### src/shared/hists_defs.vh
// Constants of the host interrupt status and timestamp block.
// Assumes an 8-bit register port with byte addresses as printed.
`ifndef HISTS_DEFS_VH
`define HISTS_DEFS_VH

// Register offsets
`define HISTS_OFF_CTRL        8'h06
`define HISTS_OFF_TS0         8'h26
`define HISTS_OFF_TS1         8'h27
`define HISTS_OFF_TS2         8'h28
`define HISTS_OFF_TS3         8'h29
`define HISTS_OFF_TS4         8'h2A
`define HISTS_OFF_PROD_ID     8'h2B
`define HISTS_OFF_STATUS      8'h2D

// Control register fields
`define HISTS_CTRL_MASK_WAKE  0
`define HISTS_CTRL_MASK_NWAKE 1
`define HISTS_CTRL_TS_EVT_SEL 2
`define HISTS_CTRL_ASYNC      3
`define HISTS_CTRL_WMASK      8'h0F
`define HISTS_CTRL_RESET      8'h00

// Status register fields
`define HISTS_ST_IRQ          0
`define HISTS_ST_WAKE_LO      1
`define HISTS_ST_NWAKE_LO     3
`define HISTS_ST_SD_RESULT    5
`define HISTS_ST_SD_DEBUG     6

// Cause codes
`define HISTS_CAUSE_NONE      2'h0
`define HISTS_CAUSE_IMMED     2'h1
`define HISTS_CAUSE_LATENCY   2'h2
`define HISTS_CAUSE_WMARK     2'h3

// Widths and reset values
`define HISTS_TS_W            40
`define HISTS_TS_RESET        40'h00_0000_0000
`define HISTS_BYTE_RESET      8'h00

`endif

### src/hdl/hists_core.v
// Host interrupt indication: event timestamp, product identifier and
// interrupt status with the host interrupt line.
// Assumes FIFO events, channel reads, time base and register strobes
// all come from logic on core_clk.
//
// Design decision made here: the address-and-strobe port.
`timescale 1ns/1ns
`include "hists_defs.vh"

// Notes on behaviour
// - A 40-bit timestamp area at 0x26-0x2A records the interrupt time or the event request time.
// - With the event-time select clear, the area takes the time of the first line-raising event, two cycles before the interrupt line rises.
// - The timestamp is loaded first, then the status register, then the interrupt line rises.
// - With the event-time select set, the interrupt time is only given on the parameter port.
// - A read-only 8-bit product identifier sits at 0x2B with a fixed value.
// - A status register at 0x2D shows a polling host which of the three channels holds data.
// - Masks gate the asserted bit, the line and the timestamp capture, never the channel status bits.
// - A nonzero status value means an interrupt is pending, zero means none.
// - Reading one channel clears only that channel's status bits.
// - The asserted bit and the line stay high until every unmasked pending source is retrieved.
// - Status bit 0 mirrors the interrupt line level.
// - Status bits 1-2 give the wake-up FIFO cause: none, immediate, latency, watermark.
// - Status bits 3-4 give the non-wake-up FIFO cause with the same four codes.
// - Status bit 5 shows a command result in the status FIFO in synchronous mode.
// - Status bit 6 shows debug data or async responses, including command answers in async mode.
module hists_core #(
   parameter [7:0] PRODUCT_ID_VAL = 8'h5A // Arbitrary identity value
) (
   core_clk,
   resetn,
   reg_addr,
   reg_wdata,
   reg_wr,
   reg_rd,
   reg_rdata_q,
   sys_time,
   host_event_req,
   wake_evt,
   wake_cause,
   nwake_evt,
   nwake_cause,
   sd_resp_evt,
   sd_debug_evt,
   rd_wake_chan,
   rd_nwake_chan,
   rd_status_chan,
   host_irq_out_q,
   irq_time_param_q,
   ctrl_q
);
   input  wire                   core_clk;
   input  wire                   resetn;
   input  wire [7:0]             reg_addr;
   input  wire [7:0]             reg_wdata;
   input  wire                   reg_wr;
   input  wire                   reg_rd;
   output reg  [7:0]             reg_rdata_q;
   input  wire [`HISTS_TS_W-1:0] sys_time;
   input  wire                   host_event_req;
   input  wire                   wake_evt;
   input  wire [1:0]             wake_cause;
   input  wire                   nwake_evt;
   input  wire [1:0]             nwake_cause;
   input  wire                   sd_resp_evt;
   input  wire                   sd_debug_evt;
   input  wire                   rd_wake_chan;
   input  wire                   rd_nwake_chan;
   input  wire                   rd_status_chan;
   output reg                    host_irq_out_q;
   output reg  [`HISTS_TS_W-1:0] irq_time_param_q;
   output reg  [7:0]             ctrl_q;

   reg  [7:0]             ctrl_d;
   reg  [`HISTS_TS_W-1:0] ts_area_q;
   reg  [`HISTS_TS_W-1:0] ts_area_d;
   reg  [`HISTS_TS_W-1:0] irq_time_param_d;

   // Stage between timestamp load and status update
   reg        wake_stg_q;
   reg [1:0]  wake_cause_stg_q;
   reg        nwake_stg_q;
   reg [1:0]  nwake_cause_stg_q;
   reg        sd_res_stg_q;
   reg        sd_dbg_stg_q;

   reg        sd_result_q;
   reg        sd_result_d;
   reg        sd_debug_q;
   reg        sd_debug_d;
   reg        cap_hold_q;
   reg        cap_hold_d;
   reg        host_irq_out_d;
   reg [7:0]  reg_rdata_d;

   wire [1:0] fld_q [0:1];
   wire [1:0] stg_evt;
   wire [3:0] stg_cause;
   wire [1:0] chan_rd;
   wire       mask_wake;
   wire       mask_nwake;
   wire       ts_evt_sel;
   wire       async_mode;
   wire       wake_go;
   wire       nwake_go;
   wire       ctrl_wr_hit;
   wire       evt_any;
   wire       stage_busy;
   wire       cap_now;
   wire       unmasked_pending;
   wire [7:0] status_val;

   assign mask_wake  = ctrl_q[`HISTS_CTRL_MASK_WAKE];
   assign mask_nwake = ctrl_q[`HISTS_CTRL_MASK_NWAKE];
   assign ts_evt_sel = ctrl_q[`HISTS_CTRL_TS_EVT_SEL];
   assign async_mode = ctrl_q[`HISTS_CTRL_ASYNC];

   assign stg_evt   = {nwake_stg_q, wake_stg_q};
   assign stg_cause = {nwake_cause_stg_q, wake_cause_stg_q};
   assign chan_rd   = {rd_nwake_chan, rd_wake_chan};

   // Per-FIFO cause fields
   genvar gi;
   generate
      for (gi = 0; gi < 2; gi = gi + 1) begin : g_fifo
         hists_cause u_cause (
            .core_clk  (core_clk),
            .resetn    (resetn),
            .set_evt   (stg_evt[gi]),
            .set_cause (stg_cause[2*gi+1:2*gi]),
            .clr_read  (chan_rd[gi]),
            .field_q   (fld_q[gi])
         );
      end
   endgenerate

   // Only events that can raise the line open an episode
   assign wake_go     = wake_evt & (wake_cause != `HISTS_CAUSE_NONE) & ~mask_wake;
   assign nwake_go    = nwake_evt & (nwake_cause != `HISTS_CAUSE_NONE) & ~mask_nwake;
   assign ctrl_wr_hit = reg_wr & (reg_addr == `HISTS_OFF_CTRL);
   assign evt_any     = wake_go | nwake_go | sd_resp_evt | sd_debug_evt;
   assign stage_busy = wake_stg_q | nwake_stg_q | sd_res_stg_q | sd_dbg_stg_q;

   // First event while the line is low marks the assertion time
   assign cap_now = evt_any & ~host_irq_out_q & ~cap_hold_q;

   // Masks act on the line and on timestamp capture; status flags are never masked
   assign unmasked_pending = ((fld_q[0] != `HISTS_CAUSE_NONE) & ~mask_wake)
                           | ((fld_q[1] != `HISTS_CAUSE_NONE) & ~mask_nwake)
                           | sd_result_q | sd_debug_q;

   // Status image; any set bit means a pending source
   assign status_val = {1'b0, sd_debug_q, sd_result_q, fld_q[1], fld_q[0],
                        host_irq_out_q};

   // Control register
   always @* begin
      ctrl_d = ctrl_q;
      if (ctrl_wr_hit) begin
         ctrl_d = reg_wdata & `HISTS_CTRL_WMASK;
      end
   end

   // Timestamp area and parameter copy
   always @* begin
      ts_area_d        = ts_area_q;
      irq_time_param_d = irq_time_param_q;
      if (cap_now) begin
         irq_time_param_d = sys_time;
         if (!ts_evt_sel) begin
            ts_area_d = sys_time;
         end
      end
      if (ts_evt_sel && host_event_req) begin
         ts_area_d = sys_time;
      end
   end

   // Hold off recapture until the interrupt episode ends
   always @* begin
      cap_hold_d = (cap_hold_q | cap_now) & (host_irq_out_q | stage_busy | cap_now
                   | unmasked_pending);
   end

   // Status FIFO flags; a new event wins over a same-cycle read clear
   always @* begin
      sd_result_d = sd_result_q;
      sd_debug_d  = sd_debug_q;
      if (rd_status_chan) begin
         sd_result_d = 1'b0;
         sd_debug_d  = 1'b0;
      end
      if (sd_res_stg_q) begin
         sd_result_d = 1'b1;
      end
      if (sd_dbg_stg_q) begin
         sd_debug_d = 1'b1;
      end
   end

   // Line follows the status register one cycle later
   always @* begin
      host_irq_out_d = unmasked_pending;
   end

   // Register read mux
   always @* begin
      reg_rdata_d = `HISTS_BYTE_RESET;
      if (reg_rd) begin
         case (reg_addr)
            `HISTS_OFF_CTRL:    reg_rdata_d = ctrl_q;
            `HISTS_OFF_TS0:     reg_rdata_d = ts_area_q[7:0];
            `HISTS_OFF_TS1:     reg_rdata_d = ts_area_q[15:8];
            `HISTS_OFF_TS2:     reg_rdata_d = ts_area_q[23:16];
            `HISTS_OFF_TS3:     reg_rdata_d = ts_area_q[31:24];
            `HISTS_OFF_TS4:     reg_rdata_d = ts_area_q[39:32];
            `HISTS_OFF_PROD_ID: reg_rdata_d = PRODUCT_ID_VAL;
            `HISTS_OFF_STATUS:  reg_rdata_d = status_val;
            default:            reg_rdata_d = `HISTS_BYTE_RESET;
         endcase
      end
   end

   // Wake-up FIFO stage: timestamp loads on the edge that takes the event
   always @(posedge core_clk) begin
      if (!resetn) begin
         wake_stg_q       <= 1'b0;
         wake_cause_stg_q <= `HISTS_CAUSE_NONE;
      end else begin
         wake_stg_q       <= wake_evt & (wake_cause != `HISTS_CAUSE_NONE);
         wake_cause_stg_q <= wake_cause;
      end
   end

   // Non-wake-up FIFO stage
   always @(posedge core_clk) begin
      if (!resetn) begin
         nwake_stg_q       <= 1'b0;
         nwake_cause_stg_q <= `HISTS_CAUSE_NONE;
      end else begin
         nwake_stg_q       <= nwake_evt & (nwake_cause != `HISTS_CAUSE_NONE);
         nwake_cause_stg_q <= nwake_cause;
      end
   end

   // Status and debug FIFO stage
   always @(posedge core_clk) begin
      if (!resetn) begin
         sd_res_stg_q <= 1'b0;
         sd_dbg_stg_q <= 1'b0;
      end else begin
         sd_res_stg_q <= sd_resp_evt & ~async_mode;
         sd_dbg_stg_q <= sd_debug_evt | (sd_resp_evt & async_mode);
      end
   end

   // Control register state
   always @(posedge core_clk) begin
      if (!resetn) begin
         ctrl_q <= `HISTS_CTRL_RESET;
      end else begin
         ctrl_q <= ctrl_d;
      end
   end

   // Timestamp area and parameter copy state
   always @(posedge core_clk) begin
      if (!resetn) begin
         ts_area_q        <= `HISTS_TS_RESET;
         irq_time_param_q <= `HISTS_TS_RESET;
      end else begin
         ts_area_q        <= ts_area_d;
         irq_time_param_q <= irq_time_param_d;
      end
   end

   // Status FIFO flag state
   always @(posedge core_clk) begin
      if (!resetn) begin
         sd_result_q <= 1'b0;
         sd_debug_q  <= 1'b0;
      end else begin
         sd_result_q <= sd_result_d;
         sd_debug_q  <= sd_debug_d;
      end
   end

   // Episode hold and interrupt line
   always @(posedge core_clk) begin
      if (!resetn) begin
         cap_hold_q     <= 1'b0;
         host_irq_out_q <= 1'b0;
      end else begin
         cap_hold_q     <= cap_hold_d;
         host_irq_out_q <= host_irq_out_d;
      end
   end

   // Read data
   always @(posedge core_clk) begin
      if (!resetn) begin
         reg_rdata_q <= `HISTS_BYTE_RESET;
      end else begin
         reg_rdata_q <= reg_rdata_d;
      end
   end

endmodule // hists_core

### src/hdl/hists_cause.v
// Holds one FIFO's two-bit interrupt cause field.
// Assumes set and clear pulses come from logic on the same clock.
`timescale 1ns/1ns
`include "hists_defs.vh"

module hists_cause (
   core_clk,
   resetn,
   set_evt,
   set_cause,
   clr_read,
   field_q
);
   input  wire       core_clk;
   input  wire       resetn;
   input  wire       set_evt;
   input  wire [1:0] set_cause;
   input  wire       clr_read;
   output reg  [1:0] field_q;

   reg [1:0] field_d;

   // Strongest cause is kept; a new cause wins over a same-cycle read clear
   always @* begin
      field_d = field_q;
      if (set_evt) begin
         if (clr_read || (set_cause > field_q)) begin
            field_d = set_cause;
         end
      end else if (clr_read) begin
         field_d = `HISTS_CAUSE_NONE;
      end
   end

   always @(posedge core_clk) begin
      if (!resetn) begin
         field_q <= `HISTS_CAUSE_NONE;
      end else begin
         field_q <= field_d;
      end
   end

endmodule // hists_cause

### config.mk
export PLATFORM = sky130hd
export DESIGN_NAME = hists_core
export DESIGN_NICKNAME = d
export VERILOG_FILES = /design/src/hdl/hists_core.v /design/src/hdl/hists_cause.v
export VERILOG_INCLUDE_DIRS = /design/src /design/src/shared
export SDC_FILE = /design/constraint.sdc
export NUM_CORES = 1
export LEC_CHECK = 0
export BUFFER_PORTS_ARGS = -buffer_cell sky130_fd_sc_hd__buf_2
export CAP_MARGIN = 20
export CORE_ASPECT_RATIO = 1.25
export CORE_MARGIN = 5
export CORE_UTILIZATION = 56
export DETAILED_ROUTE_END_ITERATION = 16
export MAX_ROUTING_LAYER = met4
export PLACE_DENSITY = 0.95
export SYNTH_ARGS = -nofsm -noshare
export SYNTH_HDL_FRONTEND = slang
export SYNTH_HIERARCHICAL = 1
export SYNTH_SLANG_ARGS = --single-unit
### constraint.sdc
create_clock -name core_clk -period 2.56 [get_ports core_clk]
set_input_delay 0.512 -clock core_clk [delete_from_list [all_inputs] [get_ports core_clk]]
set_output_delay 0.512 -clock core_clk [all_outputs]
set_load 0.01 [all_outputs]
# Word level (Yosys, flattened, before mapping)
# Index checks and enable logic that the tools add are counted.
[classes] reduce_logical=16 n_mux=13 eq_ne=11 bitwise_logic=31 magnitude_cmp=2
[op_table] operator="40-bit two-way mux" count=3
[op_table] operator="8-bit one-hot mux with 8 select lines" count=1
[op_table] operator="8-bit by 6-bit equality test with 1-bit output, second input constant" count=7
[op_table] operator="2-bit nonzero test" count=9
[op_table] operator="1-bit OR" count=14
[op_table] operator="1-bit AND" count=12
[op_table] operator="2-bit two-way mux" count=6
[op_table] operator="8-bit by 3-bit equality test with 1-bit output, second input constant" count=1
[op_table] operator="2-bit AND reduction" count=4
[op_table] operator="2-bit by 1-bit != test with 1-bit output, second input constant" count=3
[op_table] operator="1-bit inverter" count=5
[op_table] operator="2-bit greater-than comparator" count=2
[op_table] operator="1-bit two-way mux" count=3
[op_table] operator="1-bit logical OR" count=2
[op_table] operator="1-bit logical AND" count=1
[totals] word_cells=89 out_inout_bits=57 register_bits=108 inputBits=72

# Depth between registers and ports, before layout
[logic_depth] depth_word=11 ltp_mapped=6 mapped_depth_nobuf=6

# Cells and area by module
# The synthesis kept the hierarchy.
[modules_own_cells] mod="hists_core" seq_area_each_um2=2082.0 area_each_um2=4320.4 instances=1 cells_per_inst=459
[modules_own_cells] mod="hists_cause" seq_area_each_um2=40.0 area_each_um2=141.4 instances=2 cells_per_inst=17

# Worst setup path before layout
# No wires, ideal clock.
[synth_path] path_kind="input port to flip-flop" start="input reg_addr[4]" end="register reg_rdata_q[3]" t_required_ps=2481 slack_ps=996 n_path_buf=0 setup_time_ps=79 t_arrival_ps=1485 path_stages=4 cell_sequence="or4b_4 > nor2_4 > a32oi_1 > a31oi_1"
[synth_between] elab_chain_len=2 word_cells_on_any_way=9 classes_between="8 x eq/ne; 1 x mux"
[synth_rtl] item="start: declaration" line="hists_core.v:53" source="input wire [7:0] reg_addr;"
[synth_rtl] item="8-bit by 6-bit equality test with 1-bit output or 8-bit by 3-bit equality test with 1-bit output (tied branches)" line="hists_core.v:209" source="case (reg_addr)"
[synth_rtl] item="8-bit one-hot mux with 8 select lines (*)" line="hists_core.v:209"
[synth_rtl] item="end signal: assignment" line="hists_core.v:301" source="reg_rdata_q <= `HISTS_BYTE_RESET;"
[synth_rtl] item="end signal: assignment" line="hists_core.v:303" source="reg_rdata_q <= reg_rdata_d;"
[synth_rtl] item="end: declaration" line="hists_core.v:57" source="output reg [7:0] reg_rdata_q;"
# Every way passes the cells marked *; elsewhere a longest branch is shown, timed or not.
# A chain may end at the register's enable or synchronous reset.

# Final worst setup path
[layout_path] start="register ctrl_q[0]" end="register irq_time_param_q[37]"
[layout_between] elab_chain_len=7
[layout_rtl] item="start: declaration" line="hists_core.v:71" source="output reg [7:0] ctrl_q;"
[layout_rtl] item="start signal: assignment" line="hists_core.v:259" source="ctrl_q <= `HISTS_CTRL_RESET;"
[layout_rtl] item="start signal: assignment" line="hists_core.v:261" source="ctrl_q <= ctrl_d;"
[layout_rtl] item="1-bit inverter" line="hists_core.v:137" source="assign wake_go = wake_evt & (wake_cause != `HISTS_CAUSE_NONE) & ~mask_wake;"
[layout_rtl] item="1-bit AND" line="hists_core.v:137"
[layout_rtl] item="1-bit OR (3 in series)" line="hists_core.v:140" source="assign evt_any = wake_go | nwake_go | sd_resp_evt | sd_debug_evt;"
[layout_rtl] item="1-bit AND (2 in series)" line="hists_core.v:144" source="assign cap_now = evt_any & ~host_irq_out_q & ~cap_hold_q;"
[layout_rtl] item="end signal: assignment" line="hists_core.v:269" source="irq_time_param_q <= `HISTS_TS_RESET;"
[layout_rtl] item="end signal: assignment" line="hists_core.v:272" source="irq_time_param_q <= irq_time_param_d;"
[layout_rtl] item="end: declaration" line="hists_core.v:70" source="output reg [`HISTS_TS_W-1:0] irq_time_param_q;"
# No other way between the ends.

==> reports/results.ini <==
[outcome]
outcome=completed

[layout]
drive_gt1_share_pct=25.3
n_antenna_cell=0
nNetsFinal=676
area_growth_pct=17.9

[timing]
worst_slack_ns=0.880
fin_setup_tns_ns=0
relSlewSlack_pct=47.9
finalHoldViolCount=0
drv_slew=0
rsz0062_at_grt=false
fmax_mhz=595
setup_viol=0
min_period_ns=1.68
period_share_pct=65.6
hold_slack_ns=0.361
tightest_slew_ns=0.781
fin_skew_ns=0.00772

[synth]
avgSynthCellArea_um2=9.34
synthDistinctLibCells=43
yosys.area.top_type_share_pct=47.0
ys_ff_latch=108
netlist_top_cells_area=dfxtp_1, mux2i_1, nand2_1
ys_seq_area_share_pct=47.0
synth_common_cells=nand2_1, dfxtp_1, mux2i_1
syn-cell-area_um2=4600
async_reset_ff_share_pct=0
synth_flop_cell=dfxtp_1
synthCells=493
synth_edf_count=0
yosysTopAreaCell=dfxtp_1
synth_warnings=6
post-synth-top-count-cell=nand2_1

[route]
first_iter_violations=284
dr.pass1.iters=5
viasPerCell=5.42
totalWireLength_um=10900
ant_nets=0
wl_per_cell_um=15.5
drc=0
via_count=3806

[clocking]
cts_tree=done
cts_setup_buffers=0
path_clk_slew_ns=0.09
worstSkewPairLatency_ns=0.37
hold_buffers=0
cts_buffers=9
cts.repair.resized=0
numClockSinks=108
ctsHtreeMaxLevel=3
cts_root_buf=clkbuf_8
ctsLongestPathBuffers=2

[floorplan]
io_pins=129
core_area_um2=8150
rows=37
die_area_um2=10100
die_x_um=91.1
start_util_pct=56.5
die_h_um=111

[critical_path]
worstPathArrival_ns=1.97
cp-end-kind=flop
criticalPathCategory=reg -> reg
critPathLaunchType=flop
path_max_fanout=28
critPathRequiredTime_ns=2.85

[global_routing]
grt_max_degree=121
antenna_found_initial=0
track_usage_pct=22.6
grt-ovfl-total=0
first_global_vias=3804
grt_pass1_wl_um=18300

[power_and_ir_drop]
ir_worst_vdd_mv=0.482
p_leak_nw=2.59
finalPower_mw=3.48
p_per_area_nw_per_um2=641

[run]
maxCapViolCount=0

[hold_path]
min_path_type=in -> reg

[placement]
pre_cts_slack_ns=0.540
dp_hpwl_um=8150
port-buffer-count=120
gp_congestion=0.913

flip-flops by register name (all words and copies together), names as in the netlist:
register,flops
cap_hold_q,1
ctrl_q,4
g_fifo.u_cause/field_q,4
host_irq_out_q,1
irq_time_param_q,40
nwake_cause_stg_q,2
nwake_stg_q,1
reg_rdata_q,8
sd_dbg_stg_q,1
sd_debug_q,1
sd_res_stg_q,1
sd_result_q,1
ts_area_q,40
wake_cause_stg_q,2
wake_stg_q,1
worst max-delay path, cell delays in order (launching register included):
cell      delay (ns)
dfxtp_1         0.45
o221ai_1        0.21
nand2_2         0.42
buf_12          0.28
mux2i_1         0.22
metrics by stage:
stage	area [µm²]	std cells	util, %
2_1_floorplan	4610	496	-
3_3_place_gp	5260	686	64.5
4_1_cts	5430	702	66.6
3_5_place_dp	5260	686	64.5
6_report	5430	702	66.6
5_1_grt	5430	702	66.6
power by group:
group | internal, mW | switching [mW] | leakage (nW) | total [mW]
clock | 0.379 | 0.551 | 0.0824 | 0.929
combinational | 0.292 | 0.347 | 1.62 | 0.639
sequential | 1.83 | 0.0808 | 0.890 | 1.91
layout make-up:
class | count | area [µm²]
fillers | 666 | 2720
well taps | 97 | 121
clock inverters | 4 | 25.0
clock buffers | 12 | 145
repair buffers | 124 | 671
multi-input cells | 345 | 2260
flip-flops and latches | 108 | 2160
inverters | 12 | 45.0
cell families after synthesis:
family / after synthesis / share of synthesized area (%)
buffers and inverters: 43 / 4.40
AO/OA/AOI/OAI: 40 / 5.98
flip-flops: 108 / 47.0
adder cells (fa/ha/maj): 4 / 1.09
AND/OR/NAND/NOR: 195 / 19.1
other: 1 / 0.0815
multiplexers: 102 / 22.4
metal layers:
metal  share of wire [%]  vias up  GRT usage, %
met1                  41     1735          27.8
met5                   0        -             -
met3                 6.4       29          4.59
li1                    -     1888             -
met4                 3.2        0          10.1
met2                  49      154          35.6
final timing paths:
check             slack [ns]                                end  depth (start not counted)                 startpoint
hold / removal          0.36     wake_cause_stg_q[1]$_SDFF_PN0_                          2              wake_cause[1]
setup reg to reg        0.88  irq_time_param_q[37]$_SDFFE_PN0P_                          4     ctrl_q[0]$_SDFFE_PN0P_
setup / recovery        0.88  irq_time_param_q[37]$_SDFFE_PN0P_                          4     ctrl_q[0]$_SDFFE_PN0P_
hold reg to reg         0.46          ts_area_q[5]$_SDFFE_PN0P_                          2  ts_area_q[5]$_SDFFE_PN0P_
placed cells by master (no fill, tap or decap), types with 3 or more instances in the layout:
cell type  instances
nand2_1          132
buf_2            119
dfxtp_1          108
mux2i_1           94
nor2_1            21
inv_1             11
clkbuf_8          10
nand3_1            9
mux2_1             8
a21oi_1            8
a31oi_1            6
o21ai_1            5
o221ai_1           5
and2_1             5
a22oi_1            4
conb_1             4
ha_1               4
nand3b_1           3
nand2b_1           3
o22ai_1            3
and3_1             3
buf_12             3
Power figures use the tool's default switching activity.
